--- src/hdl/pot_tap_pkg.sv ---
// shared constants and carrier types for the coarse potentiometer tap encoder
package pot_tap_pkg;
  localparam int TAP_COUNT = 100;
  localparam int SEG_LEN = 25;
  localparam int POS_W = 8;
  localparam int CODE_W = 8;
  localparam logic [7:0] SEG1_BASE = 8'h19; // 25
  localparam logic [7:0] SEG2_BASE = 8'h32; // 50
  localparam logic [7:0] SEG3_BASE = 8'h4B; // 75
  localparam logic [7:0] MAX_POS = 8'h63; // 99
  localparam logic [7:0] SEG1_SUB = 8'h51; // 81
  localparam logic [7:0] SEG2_ADD = 8'h0E; // 14
  localparam logic [7:0] SEG3_SUB = 8'hC3; // 195
  localparam logic [7:0] CODE_RESET = 8'h00;
  // timing, in real time units, scaled to clock cycles below
  localparam int CLK_MHZ = 125;
  localparam int RECALL_MIN_MS = 25;
  localparam int RECALL_TYP_MS = 50;
  localparam int RECALL_MAX_MS = 75;
  localparam int SETTLE_MAX_US = 200;
  localparam int RECALL_TYP_CYC = RECALL_TYP_MS * 1000 * CLK_MHZ;
  localparam int SETTLE_MAX_CYC = SETTLE_MAX_US * CLK_MHZ;
  localparam int CNT_W = 24;

  // a tap request from host logic
  typedef struct packed {
    logic valid;
    logic signed [8:0] pos;
  } tap_req_s;

  // wiper data byte towards the wiper register
  typedef struct packed {
    logic valid;
    logic [7:0] code;
  } wiper_out_s;
endpackage

--- src/hdl/tap_code_map.sv ---
// combinational tap position to wiper data byte translation
`timescale 1ns/1ps
module tap_code_map
  import pot_tap_pkg::*;
(
  // clamped tap position in
  input wire logic [7:0] pos,
  // wiper data byte out
  output logic [7:0] code
);
  // piecewise mapping over four segments
  always_comb
  begin
    if (pos >= SEG3_BASE)
      code = 8'(SEG3_SUB - pos);
    else if (pos >= SEG2_BASE)
      code = 8'(pos + SEG2_ADD);
    else if (pos >= SEG1_BASE)
      code = 8'(SEG1_SUB - pos);
    else
      code = pos;
  end
endmodule // tap_code_map

--- src/hdl/pot_tap_code_encoder.sv ---
// tap encoder with power-up recall delay and wiper settle tracking
`timescale 1ns/1ps
// How it works
// - hundred taps, each a distinct byte
// - taps 0..24 map to themselves
// - taps 25..49 give 81 minus tap
// - taps 50..74 give tap plus 14
// - taps 75..99 give 195 minus tap
// - restore stored setting after recall delay
// - wiper settles within 200 us
module pot_tap_code_encoder
  import pot_tap_pkg::*;
#(
  parameter int RECALL_CYCLES = RECALL_TYP_CYC,
  parameter int SETTLE_CYCLES = SETTLE_MAX_CYC
)
(
  // clock and reset
  input wire logic ref_clk,
  input wire logic rst,
  // supply monitor: high once supply is above recall_supply_threshold
  input wire logic supply_ok,
  // stored setting recalled at power-up
  input wire logic [7:0] stored_pos,
  // tap request
  input wire tap_req_s req,
  // wiper data byte and status
  output wiper_out_s wiper,
  output logic recall_done,
  output logic wiper_settling
);
  // refuse counter loads that the counter width cannot hold;
  // a zero load would wrap and take the whole counter range to reach the terminal count of one
  if (RECALL_CYCLES < 1 || RECALL_CYCLES >= (1 << CNT_W))
  begin : g_bad_recall
    $error("RECALL_CYCLES out of range");
  end

  if (SETTLE_CYCLES < 1 || SETTLE_CYCLES >= (1 << CNT_W))
  begin : g_bad_settle
    $error("SETTLE_CYCLES out of range");
  end

  // sequencer states:
  // st_off    - supply below recall_supply_threshold, wiper left alone
  // st_recall - supply good, counting out powerup_recall_delay
  // st_run    - stored setting restored, host requests accepted
  typedef enum logic [1:0] {st_off, st_recall, st_run} state_e;

  // count down by one; both timers share this step
  function automatic logic [CNT_W-1:0] dec_cnt(input logic [CNT_W-1:0] v);
    dec_cnt = CNT_W'(v - CNT_W'(1));
  endfunction

  // clamp a signed request into 0..99
  // the host may hand over any signed value; anything outside the
  // tap range is pulled to the nearest end so that the map below
  // never sees a position that it has no code for
  function automatic logic [7:0] clamp_pos(input logic signed [8:0] p);
    if (p < 0)
      clamp_pos = 8'h00;
    else if (p > $signed({1'b0, MAX_POS}))
      clamp_pos = MAX_POS;
    else
      clamp_pos = p[7:0];
  endfunction

  // sequencer state
  state_e state;
  state_e next_state;
  // powerup_recall_delay and wiper_settle_time counters
  logic [CNT_W-1:0] recall_cnt;
  logic [CNT_W-1:0] next_recall_cnt;
  logic [CNT_W-1:0] settle_cnt;
  logic [CNT_W-1:0] next_settle_cnt;
  // translator in and out
  logic [7:0] map_pos;
  logic [7:0] map_code;
  // next values of the registered outputs
  wiper_out_s next_wiper;
  logic next_recall_done;
  logic next_wiper_settling;

  // choose the position to translate: recalled value or host request
  // while not running only the stored setting matters, so the
  // translator output is ready when the recall counter expires
  always_comb
  begin
    if (state == st_run)
      map_pos = clamp_pos(req.pos);
    else
      map_pos = clamp_pos($signed({1'b0, stored_pos}));
  end

  // one shared translator serves both recall and host requests
  tap_code_map u_map (
    .pos(map_pos),
    .code(map_code)
  );

  // recall sequencing, request acceptance and settle window
  // every register holds by default; wiper.valid is a one-cycle
  // strobe and drops unless a new code is loaded this cycle
  // the settle window runs on its own once started and is
  // restarted by every new code, so back-to-back requests keep
  // wiper_settling high until the last one has had its full time
  always_comb
  begin
    next_state = state;
    next_recall_cnt = recall_cnt;
    next_settle_cnt = settle_cnt;
    next_wiper = wiper;
    next_wiper.valid = 1'b0;
    next_recall_done = recall_done;
    next_wiper_settling = wiper_settling;
    if (wiper_settling)
    begin
      if (settle_cnt == CNT_W'(1))
        next_wiper_settling = 1'b0;
      next_settle_cnt = dec_cnt(settle_cnt);
    end

    case (state)
      // wait for the supply to come good, then arm the recall timer
      st_off:
      begin
        next_recall_done = 1'b0;
        if (supply_ok)
        begin
          next_state = st_recall;
          next_recall_cnt = CNT_W'(RECALL_CYCLES);
        end
      end
      // count out the recall delay; a supply dip starts it over
      st_recall:
      begin
        if (!supply_ok)
          next_state = st_off;
        else if (recall_cnt == CNT_W'(1))
        begin
          next_state = st_run;
          next_recall_done = 1'b1;
          next_wiper.valid = 1'b1;
          next_wiper.code = map_code;
          next_wiper_settling = 1'b1;
          next_settle_cnt = CNT_W'(SETTLE_CYCLES);
        end
        else
          next_recall_cnt = dec_cnt(recall_cnt);
      end

      // normal operation: each valid request loads a fresh code;
      // requests are simply dropped outside this state
      st_run:
      begin
        if (!supply_ok)
        begin
          next_state = st_off;
          next_recall_done = 1'b0;
        end
        else if (req.valid)
        begin
          next_wiper.valid = 1'b1;
          next_wiper.code = map_code;
          next_wiper_settling = 1'b1;
          next_settle_cnt = CNT_W'(SETTLE_CYCLES);
        end
      end

      // an unused encoding falls back to the safe off state
      default:
        next_state = st_off;
    endcase
  end

  // state registers
  // reset leaves the wiper code at zero with no strobe, and the
  // sequencer off, so a fresh recall follows the release
  always_ff @(posedge ref_clk or posedge rst)
  begin
    if (rst)
    begin
      state <= st_off;
      recall_cnt <= '0;
      settle_cnt <= '0;
      wiper <= '{valid: 1'b0, code: CODE_RESET};
      recall_done <= 1'b0;
      wiper_settling <= 1'b0;
    end
    else
    begin
      state <= next_state;
      recall_cnt <= next_recall_cnt;
      settle_cnt <= next_settle_cnt;
      wiper <= next_wiper;
      recall_done <= next_recall_done;
      wiper_settling <= next_wiper_settling;
    end
  end
endmodule // pot_tap_code_encoder

--- config.mk ---
export PLATFORM = sky130hd
export DESIGN_NAME = pot_tap_code_encoder
export DESIGN_NICKNAME = d
export VERILOG_FILES = /design/src/hdl/pot_tap_pkg.sv /design/src/hdl/tap_code_map.sv /design/src/hdl/pot_tap_code_encoder.sv
export SDC_FILE = /design/constraint.sdc
export NUM_CORES = 1
export LEC_CHECK = 0
export BUFFER_PORTS_ARGS = -buffer_cell sky130_fd_sc_hd__buf_2
export CAP_MARGIN = 40
export CORE_UTILIZATION = 60
export DETAILED_ROUTE_END_ITERATION = 6
export PLACE_DENSITY = 0.8
export SLEW_MARGIN = 20
export SYNTH_ARGS = -nofsm -noshare
export SYNTH_HDL_FRONTEND = slang
export SYNTH_SLANG_ARGS = --single-unit
export TNS_END_PERCENT = 30
--- constraint.sdc ---
create_clock -name ref_clk -period 2.96 [get_ports ref_clk]
set_input_delay 0.592 -clock ref_clk [delete_from_list [all_inputs] [get_ports ref_clk]]
set_output_delay 0.592 -clock ref_clk [all_outputs]
set_load 0.02 [all_outputs]
After elaboration in Yosys (flattened, before gate mapping)
Cells that the tools add are included.
{"block": "classes", "n_addsub": 5, "order_cmp": 6, "eq_ne": 12, "muxes": 38, "n_reduce_logical": 8}
{"op": "24-bit 2-to-1 mux", "count": 8}
{"op": "24-bit case mux with 2 select lines", "count": 2}
{"op": "8-bit 2-to-1 mux", "count": 7}
{"op": "24-bit by 1-bit equality test with 1-bit output (second input constant)", "count": 2}
{"op": "24-bit by 1-bit subtractor with 24-bit output (second input constant)", "count": 2}
{"op": "9-bit 2-to-1 mux", "count": 4}
{"op": "9-bit case mux with 2 select lines", "count": 1}
{"op": "2-bit != test (second input constant)", "count": 7}
{"op": "9-bit by 8-bit > comparator with 1-bit output (second input constant)", "count": 1}
{"op": "9-bit by 1-bit less-than comparator with 1-bit output (second input constant)", "count": 1}
{"op": "1-bit 2-to-1 mux", "count": 9}
{"op": "8-bit by 4-bit adder with 8-bit output (second input constant)", "count": 1}
{"op": "8-bit by 5-bit >= comparator with 1-bit output (second input constant)", "count": 1}
{"op": "8-bit by 6-bit >= comparator with 1-bit output (second input constant)", "count": 1}
{"op": "8-bit by 7-bit >= comparator with 1-bit output (second input constant)", "count": 1}
{"op": "8-bit by 7-bit > comparator with 1-bit output (second input constant)", "count": 1}
{"op": "2-bit 2-to-1 mux", "count": 4}
{"op": "4-bit AND reduction", "count": 2}
{"op": "7-bit by 8-bit subtractor with 8-bit output (first input constant)", "count": 1}
{"op": "8-bit subtractor (first input constant)", "count": 1}
{"op": "2-bit case mux with 3 select lines", "count": 1}
{"op": "5-bit AND reduction", "count": 1}
{"op": "2-bit nonzero test", "count": 2}
{"op": "3-bit != test (second input constant)", "count": 1}
{"op": "7 further kinds", "count": 7}
{"block": "word_totals", "register_bits": 61, "inputBits": 21, "out_inout_bits": 11, "word_cells": 76}

Depth between registers and ports, before layout
Gate-level depths: netlist of the first run.
{"block": "depth", "ltp_word": 11, "mapped_depth": 12, "ltp_nobuf": 11}

By module
A second synthesis of the first run with hierarchy kept.
{"block": "unflattened", "hier_cells": 449, "hier_area_um2": 4097.7}
{"module": "pot_tap_code_encoder", "n_inst": 1, "cells_each": 364, "area_each_um2": 3508.4, "seq_area_each_um2": 1526.5}
{"module": "tap_code_map", "n_inst": 1, "cells_each": 85, "area_each_um2": 589.3, "seq_area_each_um2": 0.0}

Worst setup path before layout of the first run
Ideal clock, no wire load.
{"block": "synth_path", "path_type": "in2reg", "startpoint": "input port stored_pos[4]", "endpoint": "register wiper[5] in the netlist's numbering", "setup_ps": 118, "t_arrival_ps": 2350, "required_time_ps": 2842, "setup_slack_ps": 492, "path_stages": 10, "n_path_buf": 0, "path_cell_list": "o311a_1 or4_4 nand2_1 ha_1 a21oi_1 xnor2_1 nor3_1 a21oi_1 a21oi_1 a21o_1"}
{"block": "synth_via", "elab_chain_len": 10, "elab_cells_between_ends": 17, "cone_classes": "3 x add/sub; 4 x order compare; 10 x mux"}
{"item": "start, declared", "line_no": "pot_tap_code_encoder.sv:24", "text": "input wire logic [7:0] stored_pos,"}
{"item": "8-bit by 7-bit > comparator with 1-bit output", "line_no": "pot_tap_code_encoder.sv:62", "text": "else if (p > $signed({1'b0, MAX_POS}))"}
{"item": "8-bit 2-to-1 mux *", "line_no": "pot_tap_code_encoder.sv:62"}
{"item": "8-bit 2-to-1 mux *", "line_no": "pot_tap_code_encoder.sv:89", "text": "if (state == st_run)"}
{"item": "7-bit by 8-bit subtractor with 8-bit output or 8-bit by 5-bit >= comparator with 1-bit output (tied branches)", "line_no": "tap_code_map.sv:19, tap_code_map.sv:18"}
{"item": "8-bit 2-to-1 mux", "line_no": "tap_code_map.sv:18", "text": "else if (pos >= SEG1_BASE)"}
{"item": "8-bit 2-to-1 mux", "line_no": "tap_code_map.sv:16", "text": "else if (pos >= SEG2_BASE)"}
{"item": "8-bit 2-to-1 mux *", "line_no": "tap_code_map.sv:14", "text": "if (pos >= SEG3_BASE)"}
{"item": "9-bit 2-to-1 mux, on equally long branches", "line_no": "pot_tap_code_encoder.sv:161, pot_tap_code_encoder.sv:139"}
{"item": "9-bit 2-to-1 mux, on equally long branches", "line_no": "pot_tap_code_encoder.sv:156, pot_tap_code_encoder.sv:137"}
{"item": "9-bit case mux with 2 select lines *", "line_no": "pot_tap_code_encoder.sv:123", "text": "case (state)"}
{"item": "end signal, assigned", "line_no": "pot_tap_code_encoder.sv:186", "text": "wiper <= '{valid: 1'b0, code: CODE_RESET};"}
{"item": "end signal, assigned", "line_no": "pot_tap_code_encoder.sv:195", "text": "wiper <= next_wiper;"}
{"item": "end, declared", "line_no": "pot_tap_code_encoder.sv:28", "text": "output wiper_out_s wiper,"}
Mark *: on every way between the ends. The rest lies on a longest branch, timed or not. The select of a mux whose other input is x is not followed.
A chain may end at the register's enable or synchronous reset.

Worst setup path after layout of the first run
{"block": "layout_path", "startpoint": "register state[0]", "endpoint": "register wiper[0] in the netlist's numbering"}
{"block": "layout_via", "elab_chain_len": 9, "elab_cells_between_ends": 23, "cone_classes": "3 x add/sub; 3 x order compare; 6 x eq/ne; 9 x mux; 2 x reduce/logical"}
{"item": "start, declared", "line_no": "pot_tap_code_encoder.sv:69", "text": "state_e state;"}
{"item": "start signal, assigned", "line_no": "pot_tap_code_encoder.sv:183", "text": "state <= st_off;"}
{"item": "start signal, assigned", "line_no": "pot_tap_code_encoder.sv:192", "text": "state <= next_state;"}
{"item": "2-bit equality test", "line_no": "pot_tap_code_encoder.sv:89, pot_tap_code_encoder.sv:123"}
{"item": "8-bit 2-to-1 mux", "line_no": "pot_tap_code_encoder.sv:89"}
{"item": "7-bit by 8-bit subtractor with 8-bit output or 8-bit by 5-bit >= comparator with 1-bit output (tied branches)", "line_no": "tap_code_map.sv:19, tap_code_map.sv:18"}
{"item": "8-bit 2-to-1 mux", "line_no": "tap_code_map.sv:18"}
{"item": "8-bit 2-to-1 mux", "line_no": "tap_code_map.sv:16"}
{"item": "8-bit 2-to-1 mux", "line_no": "tap_code_map.sv:14"}
{"item": "9-bit 2-to-1 mux, on equally long branches", "line_no": "pot_tap_code_encoder.sv:161, pot_tap_code_encoder.sv:139"}
{"item": "9-bit 2-to-1 mux, on equally long branches", "line_no": "pot_tap_code_encoder.sv:156, pot_tap_code_encoder.sv:137"}
{"item": "9-bit case mux with 2 select lines", "line_no": "pot_tap_code_encoder.sv:123"}
Parallel ways exist; a longest one is shown, timed or not. The select of a mux whose other input is x is not followed.

==> parameters.txt, run 1 <==
Parameter                              Value

Status
  Outcome ... completed

Placement
  Number of I/O port buffers ... 31
  DP HPWL ... 5130 um
  Number of instances in the placed design ... 478
  Routability cong. ... 0.881

Job
  Number of violations of the max-capacitance limit ... 0

Die
  Number of placement rows ... 27
  Starting density of the core ... 0.635
  Number of I/O pins ... 32
  Die area ... 6290 sq um
  Horizontal extent of the die ... 79.3 um
  Area of the core ... 5640 sq um
  Die H ... 79.3 um

Clock network
  Number of buffers created by CTS ... 9
  Clock Sinks ... 61
  Root cell of the clock tree ... sky130_fd_sc_hd__clkbuf_8
  Number of hold buffers added after cts ... 0
  Post CTS Setup Buffer Count ... 0
  Clock insertion delay at the later pin of the skew report ... 0.32 ns
  Number of buffers between clock root and the deepest sink ... 2
  Clock transition at the registers of the reported paths ... 0.06 ns
  Post_cts resized ... 0
  H-tree level count ... 3
  CTS tree ... yes

Logic synthesis
  Post-synth top area share ... 0.426
  Most frequent cells after synthesis ... 61 x sky130_fd_sc_hd__dfrtp_1, 45 x sky130_fd_sc_hd__nor2_1, 30 x sky130_fd_sc_hd__nand2_1
  Biggest area consumer among synthesized cells ... sky130_fd_sc_hd__dfrtp_1
  EDFF count, synth ... 0
  Synthesis Warnings ... 0
  Number of distinct library cells after synthesis ... 58
  Most instantiated library cell after synthesis ... sky130_fd_sc_hd__dfrtp_1
  Syn_area_per_cell ... 9.46 sq um
  Most common flop cell mapped by yosys ... sky130_fd_sc_hd__dfrtp_1
  Synth Net Count ... 410
  Cells after synthesis ... 379
  Proportion of synthesized chip area in sequential cells ... 0.426
  Post-synthesis register bit count ... 61
  Synthesized area ... 3580 sq um
  Most area-consuming cells after synthesis ... sky130_fd_sc_hd__dfrtp_1 43%, sky130_fd_sc_hd__xnor2_1 6.4%, sky130_fd_sc_hd__nor2_1 4.7%, sky130_fd_sc_hd__xor2_1 4.4%, sky130_fd_sc_hd__ha_1 3.5%
  Share of flip-flops with an asynchronous set or reset ... 1.00

Critical path
  Worst-case register-to-register setup slack ... 0.28 ns
  Capture instance of the worst register-to-register path ... wiper[0]$_DFFE_PP0P_
  Startpoint of the worst register-to-register path ... state[0]$_DFFE_PP0P_
  Worst-path maximum fanout ... 10
  Setup Crit Path Kind ... reg -> reg
  Required time at the endpoint of the critical path ... 3.16 ns
  FF-to-FF path depth ... 11
  Element type at the critical path end ... register
  Worst endpoint data arrival time ... 2.88 ns
  Worst setup SP type ... register

Cells and area
  Final Util ... 0.711
  Area used by multi-input combinational logic ... 1970 sq um
  Area taken by flip-flops and latches ... 1530 sq um
  Share of cells above drive strength 1 ... 0.174
  Number of diodes added for antenna fixing ... 0
  Area added between synthesis and finish ... 11.9%
  Post-route insts no fill ... 492
  Number of nets at the end of the flow ... 448
  Total of fill cells in the finished design ... 425

STA
  Worst max-slew margin expressed relative to the limit ... 0.492
  Highest achievable clock rate ... 373 MHz
  Slew at the pin with the worst max-slew slack ... 0.758 ns
  Final setup fails ... 0
  Post-route setup TNS ... 0 ns
  Post-Route Skew ... 0.0105 ns
  Number of max-slew violations in the final report ... 0
  RSZ-0062 raised after global routing ... false
  Share of the clock period used by the worst path ... 0.905
  Time the final worst path needs with I/O delays and setup ... 2.68 ns
  Final hold violation count ... 0

Worst hold path
  Tightest Hold Check Type ... in -> async

Route
  Post-DR vias/cell ... 5.89
  DRC violation count after routing ... 0
  WL/cell ... 14.3 um
  Remaining antenna violation count ... 0
  Initial detailed-routing violation count ... 141
  Via count ... 2900
  Number of optimization iterations in the first detailed-route pass ... 4
  Total wire length ... 7050 um

GRT
  Via count of the first global-routing pass ... 2854
  First-pass GRT wire length ... 12200 um
  Total global routing overflow ... 0
  Pin count of the biggest net entering global routing ... 62
  Number of antenna violations at the first check in global routing ... 0
  Global-route usage over all layers ... 0.248

Power and ir drop
  VDD IR-drop max ... 0.369 mV
  Power Dens Cells ... 556 nW/um^2
  Power, Total ... 2.23 mW
  Leak pwr ... 1.77 nW
sequential cells by signal, indices dropped and copies added, names as in the netlist:
name and cells:
wiper 9, recall_done 1, recall_cnt 24, wiper_settling 1, state 2, settle_cnt 24
worst max-delay path: stages, from the launching register on:
cell and delay (ns):
sky130_fd_sc_hd__dfrtp_1 0.38, sky130_fd_sc_hd__inv_1 0.10, sky130_fd_sc_hd__ha_1 0.24, sky130_fd_sc_hd__buf_4 0.18
sky130_fd_sc_hd__a211oi_2 0.36, sky130_fd_sc_hd__a32oi_2 0.23, sky130_fd_sc_hd__or3_1 0.39, sky130_fd_sc_hd__o21ai_0 0.15
sky130_fd_sc_hd__nor2_1 0.15, sky130_fd_sc_hd__o21ai_0 0.12, sky130_fd_sc_hd__xor2_1 0.18, sky130_fd_sc_hd__o21ai_1 0.07
power by group:
part,switching [mW],internal [mW],total (mW)
logic,0.358,0.212,0.570
clock network,0.296,0.402,0.698
registers,0.0626,0.900,0.963
total,0.717,1.51,2.23
cell type report:
type | instances | area share
multi-input combinational | 297 | 0.492
timing repair buffer | 37 | 0.0499
tap | 72 | 0.0225
inverter | 11 | 0.0103
sequential | 61 | 0.380
clock inverter | 2 | 0.00873
clock buffer | 12 | 0.0362
routing by layer:
layer | share of wire | track usage | wire, um
met1 | 0.47 | 0.305 | 3300
met5 | 0 | 0 | 0
met4 | 0.012 | 0.0982 | 85
met2 | 0.49 | 0.422 | 3440
met3 | 0.031 | 0.0552 | 222
worst max-delay path by stage:
stage,start,endpoint,slack [ns]
2_1_floorplan,stored_pos[4],wiper[5]$_DFFE_PP0P_,0.49
3_3_place_gp,stored_pos[4],wiper[5]$_DFFE_PP0P_,0.28
3_5_place_dp,stored_pos[4],wiper[5]$_DFFE_PP0P_,0.22
4_1_cts,state[0]$_DFFE_PP0P_,wiper[5]$_DFFE_PP0P_,0.33
5_1_grt,state[0]$_DFFE_PP0P_,wiper[0]$_DFFE_PP0P_,0.08
6_report,state[0]$_DFFE_PP0P_,wiper[0]$_DFFE_PP0P_,0.28
through the flow:
stage / instance area (sq um) / hold slack [ns] / setup slack (ns)
after floorplan: 3580 / 0.482 / 0.492
after global placement: 3830 / 0.459 / 0.284
after detailed placement: 3830 / 0.460 / 0.217
after CTS: 4010 / 0.474 / 0.326
after global routing: 4010 / 0.498 / 0.0827
final: 4010 / 0.470 / 0.282
cells in the final DEF, fill, tap and decap left out, drive strengths merged, types with 3 or more instances in the layout:
cell and instances:
o21bai 3, buf 37, nor4 12, o21ai 26, nand2b 4, a21o 4, nand4 4, and2 4
or4 7, o31ai 4, a21oi 12, a32oi 5, xnor2 26, nand3b 4, inv 11, o311a 3
dfrtp 61, or2 6, xor2 18, clkbuf 12, nor2 46, ha 10, nor3 23, nand3 11
or3 9, nor2b 6, nand2 30
logic make-up after synthesis:
logic type	share of synthesized area
and+or+nand+nor	0.258
AOI/OAI and AO/OA	0.148
DFF	0.426
xor gates and xnor gates	0.108
buffers and inverters	0.0234
adders and majority gates	0.0349
muxes	0.00279
(Power assumes the default switching activity.)
==> run 2: changes to the inputs <==
Settings changed: RECOVER_POWER from default to 25.
==> run 2 against run 1 <==
Utilization barely moved. Routed wire length up 0.30%. Largest cell class unchanged. Cell count unchanged.
==> parameters.txt, run 2 (synthesis gave the netlist of run 1 again) <==
Parameter                              Value

Critical path
  FF-to-FF path depth ... 11 (unchanged)
  Required time at the endpoint of the critical path ... 3.16 ns (about the same)
  Worst-path maximum fanout ... 10 (unchanged)
  Cell family with most CP delay ... compound AO/OA/AOI/OAI gates
  Standard cell with the maximum stage delay on the critical path ... sky130_fd_sc_hd__or3_1
  Capture instance of the worst register-to-register path ... wiper[0]$_DFFE_PP0P_
  Worst setup SP type ... register
  Crit. Startpoint ... state[0]$_DFFE_PP0P_
  Startpoint of the worst register-to-register path ... state[0]$_DFFE_PP0P_
  Longest individual stage delay on the worst path ... 0.39 ns (about the same)
  Crit path capture ... wiper[0]$_DFFE_PP0P_
  Worst-case register-to-register setup slack ... 0.28 ns (about the same)
  Setup Crit Path Kind ... reg -> reg
  Critical path cell sequence ... inv_1 > ha_1 > buf_4 > a211oi_2 > a32oi_2 > or3_1 > o21ai_0 > nor2_1 > o21ai_0 > xor2_1 > o21ai_1
  Element type at the critical path end ... register
  Total number of cells along the worst setup path ... 11 (unchanged)
  Worst endpoint data arrival time ... 2.88 ns (about the same)
  Buf/Inv on CP ... 2 (unchanged)
  Worst path most repeated cell ... sky130_fd_sc_hd__o21ai_0

Power and ir drop
  Power Dens Cells ... 556 nW/um^2 (about the same)
  VDD IR-drop max ... 0.368 mV (-0.27%)
  Leak pwr ... 1.77 nW (about the same)

Die
  Number of placement rows ... 27 (unchanged)
  Starting density of the core ... 0.635 (unchanged)
  Horizontal extent of the die ... 79.3 um (unchanged)
  Number of I/O pins ... 32 (unchanged)
  Die area ... 6290 sq um (unchanged)
  Area of the core ... 5640 sq um (unchanged)
  Die H ... 79.3 um (unchanged)

GRT
  First-pass GRT wire length ... 12200 um (unchanged)
  Total global routing overflow ... 0 (unchanged)
  Via count of the first global-routing pass ... 2854 (unchanged)
  Number of antenna violations at the first check in global routing ... 0 (unchanged)
  Pin count of the biggest net entering global routing ... 62 (unchanged)
  Global-route usage over all layers ... 0.248 (unchanged)

STA
  Time the final worst path needs with I/O delays and setup ... 2.68 ns (-0.0000400 ns)
  Slew at the pin with the worst max-slew slack ... 1.45 ns (+0.688 ns)
  Final setup fails ... 0 (unchanged)
  Share of the clock period used by the worst path ... 0.905 (about the same)
  Final hold violation count ... 0 (unchanged)
  RSZ-0062 raised after global routing ... false
  Highest achievable clock rate ... 373 MHz (about the same)
  Post-route setup TNS ... 0 ns (unchanged)
  Final WS setup ... 0.282 ns (+0.0000400 ns)
  Worst max-slew margin expressed relative to the limit ... 0.0354 (-0.457)
  Number of max-slew violations in the final report ... 0 (unchanged)
  Post-Route Skew ... 0.00972 ns (-0.000793 ns)

Cells and area
  Share of cells above drive strength 1 ... 0.171 (-0.00238)
  Number of nets at the end of the flow ... 448 (unchanged)
  Area added between synthesis and finish ... 11.9% (about the same)
  Largest regs ... recall_cnt (24), settle_cnt (24), wiper (9)
  Number of diodes added for antenna fixing ... 0 (unchanged)
  Commonest cells after routing, fill and taps aside ... 61 x sky130_fd_sc_hd__dfrtp_1, 45 x sky130_fd_sc_hd__nor2_1, 31 x sky130_fd_sc_hd__buf_2
  Total of fill cells in the finished design ... 426 (+0.24%)
  Most common library cell in the layout ignoring fill and taps ... sky130_fd_sc_hd__dfrtp_1

Worst hold path
  Tightest Hold Check Type ... reg -> reg
  Worst Hold Depth ... 1

Clock network
  Clock Sinks ... 61 (unchanged)
  Root cell of the clock tree ... sky130_fd_sc_hd__clkbuf_8
  Post_cts resized ... 0 (unchanged)
  Post CTS Setup Buffer Count ... 0 (unchanged)
  Number of hold buffers added after cts ... 0 (unchanged)
  Number of buffers created by CTS ... 9 (unchanged)
  CTS tree ... yes
  Number of buffers between clock root and the deepest sink ... 2 (unchanged)
  H-tree level count ... 3 (unchanged)
  Clock transition at the registers of the reported paths ... 0.06 ns (about the same)
  Clock insertion delay at the later pin of the skew report ... 0.32 ns (about the same)

Route
  WL/cell ... 14.4 um (+0.30%)
  Initial detailed-routing violation count ... 141 (unchanged)
  Remaining antenna violation count ... 0 (unchanged)
  Number of optimization iterations in the first detailed-route pass ... 4 (unchanged)
  Post-DR vias/cell ... 5.88 (-0.21%)
  DRC violation count after routing ... 0 (unchanged)
  Via count ... 2894 (-0.21%)
  Total wire length ... 7070 um (+0.30%)

Placement
  DP HPWL ... 5130 um (unchanged)
  Number of I/O port buffers ... 31 (unchanged)
  Routability cong. ... 0.881 (unchanged)
  Place WS ... 0.217 ns (unchanged)

Status
  Outcome ... completed

Job
  Number of violations of the max-capacitance limit ... 0 (unchanged)
==> run 2: cell types whose count changed in the layout (fill, tap and decap cells not counted), sizes merged <==
cell / delta
clkbuf: +1
buf: -1
==> run 2: how the worst min path moves through the flow <==
stage,endpoint,from
2_1_floorplan,recall_cnt[4]$_DFFE_PP0P_,recall_cnt[4]$_DFFE_PP0P_
3_3_place_gp,wiper[5]$_DFFE_PP0P_,wiper[5]$_DFFE_PP0P_
3_5_place_dp,wiper[5]$_DFFE_PP0P_,wiper[5]$_DFFE_PP0P_
4_1_cts,wiper[5]$_DFFE_PP0P_,wiper[5]$_DFFE_PP0P_
5_1_grt,wiper[5]$_DFFE_PP0P_,wiper[5]$_DFFE_PP0P_
6_report,wiper[5]$_DFFE_PP0P_,wiper[5]$_DFFE_PP0P_
==> run 2: layer usage <==
layer,up-vias,track usage,share of wire
li1,1424,-,-
met1,1400,0.305,0.47
met2,60,0.422,0.49
met3,10,0.0552,0.030
met4,0,0.0982,0.015
met5,-,0,0
==> run 2: report_power, final <==
part / switching (mW) / leakage (nW) / internal (mW)
registers: 0.0626 / 0.784 / 0.900
logic: 0.357 / 0.891 / 0.211
clock network: 0.297 / 0.0923 / 0.402
==> run 2: area by class of cell <==
class                   count  area (sq um)  share of cell area
clock inverters             2          35.0             0.00874
multi-input cells         297          1970               0.492
well taps                  72          90.1              0.0225
repair buffers             37           198              0.0493
clock buffers              12           145              0.0362
inverters                  11          41.3              0.0103
flip-flops and latches     61          1530               0.381
==> run 2: per-stage QoR <==
stage          std cells  hold WS, ns   util  power, mW  cell area, sq um
2_1_floorplan        379        0.482      -       1.41              3580
3_3_place_gp         478        0.459  0.679       1.53              3830
3_5_place_dp         478        0.460  0.679       1.55              3830
4_1_cts              492        0.474  0.711       2.24              4010
5_1_grt              492        0.498  0.711       2.36              4010
6_report             492        0.475  0.711       2.23              4010
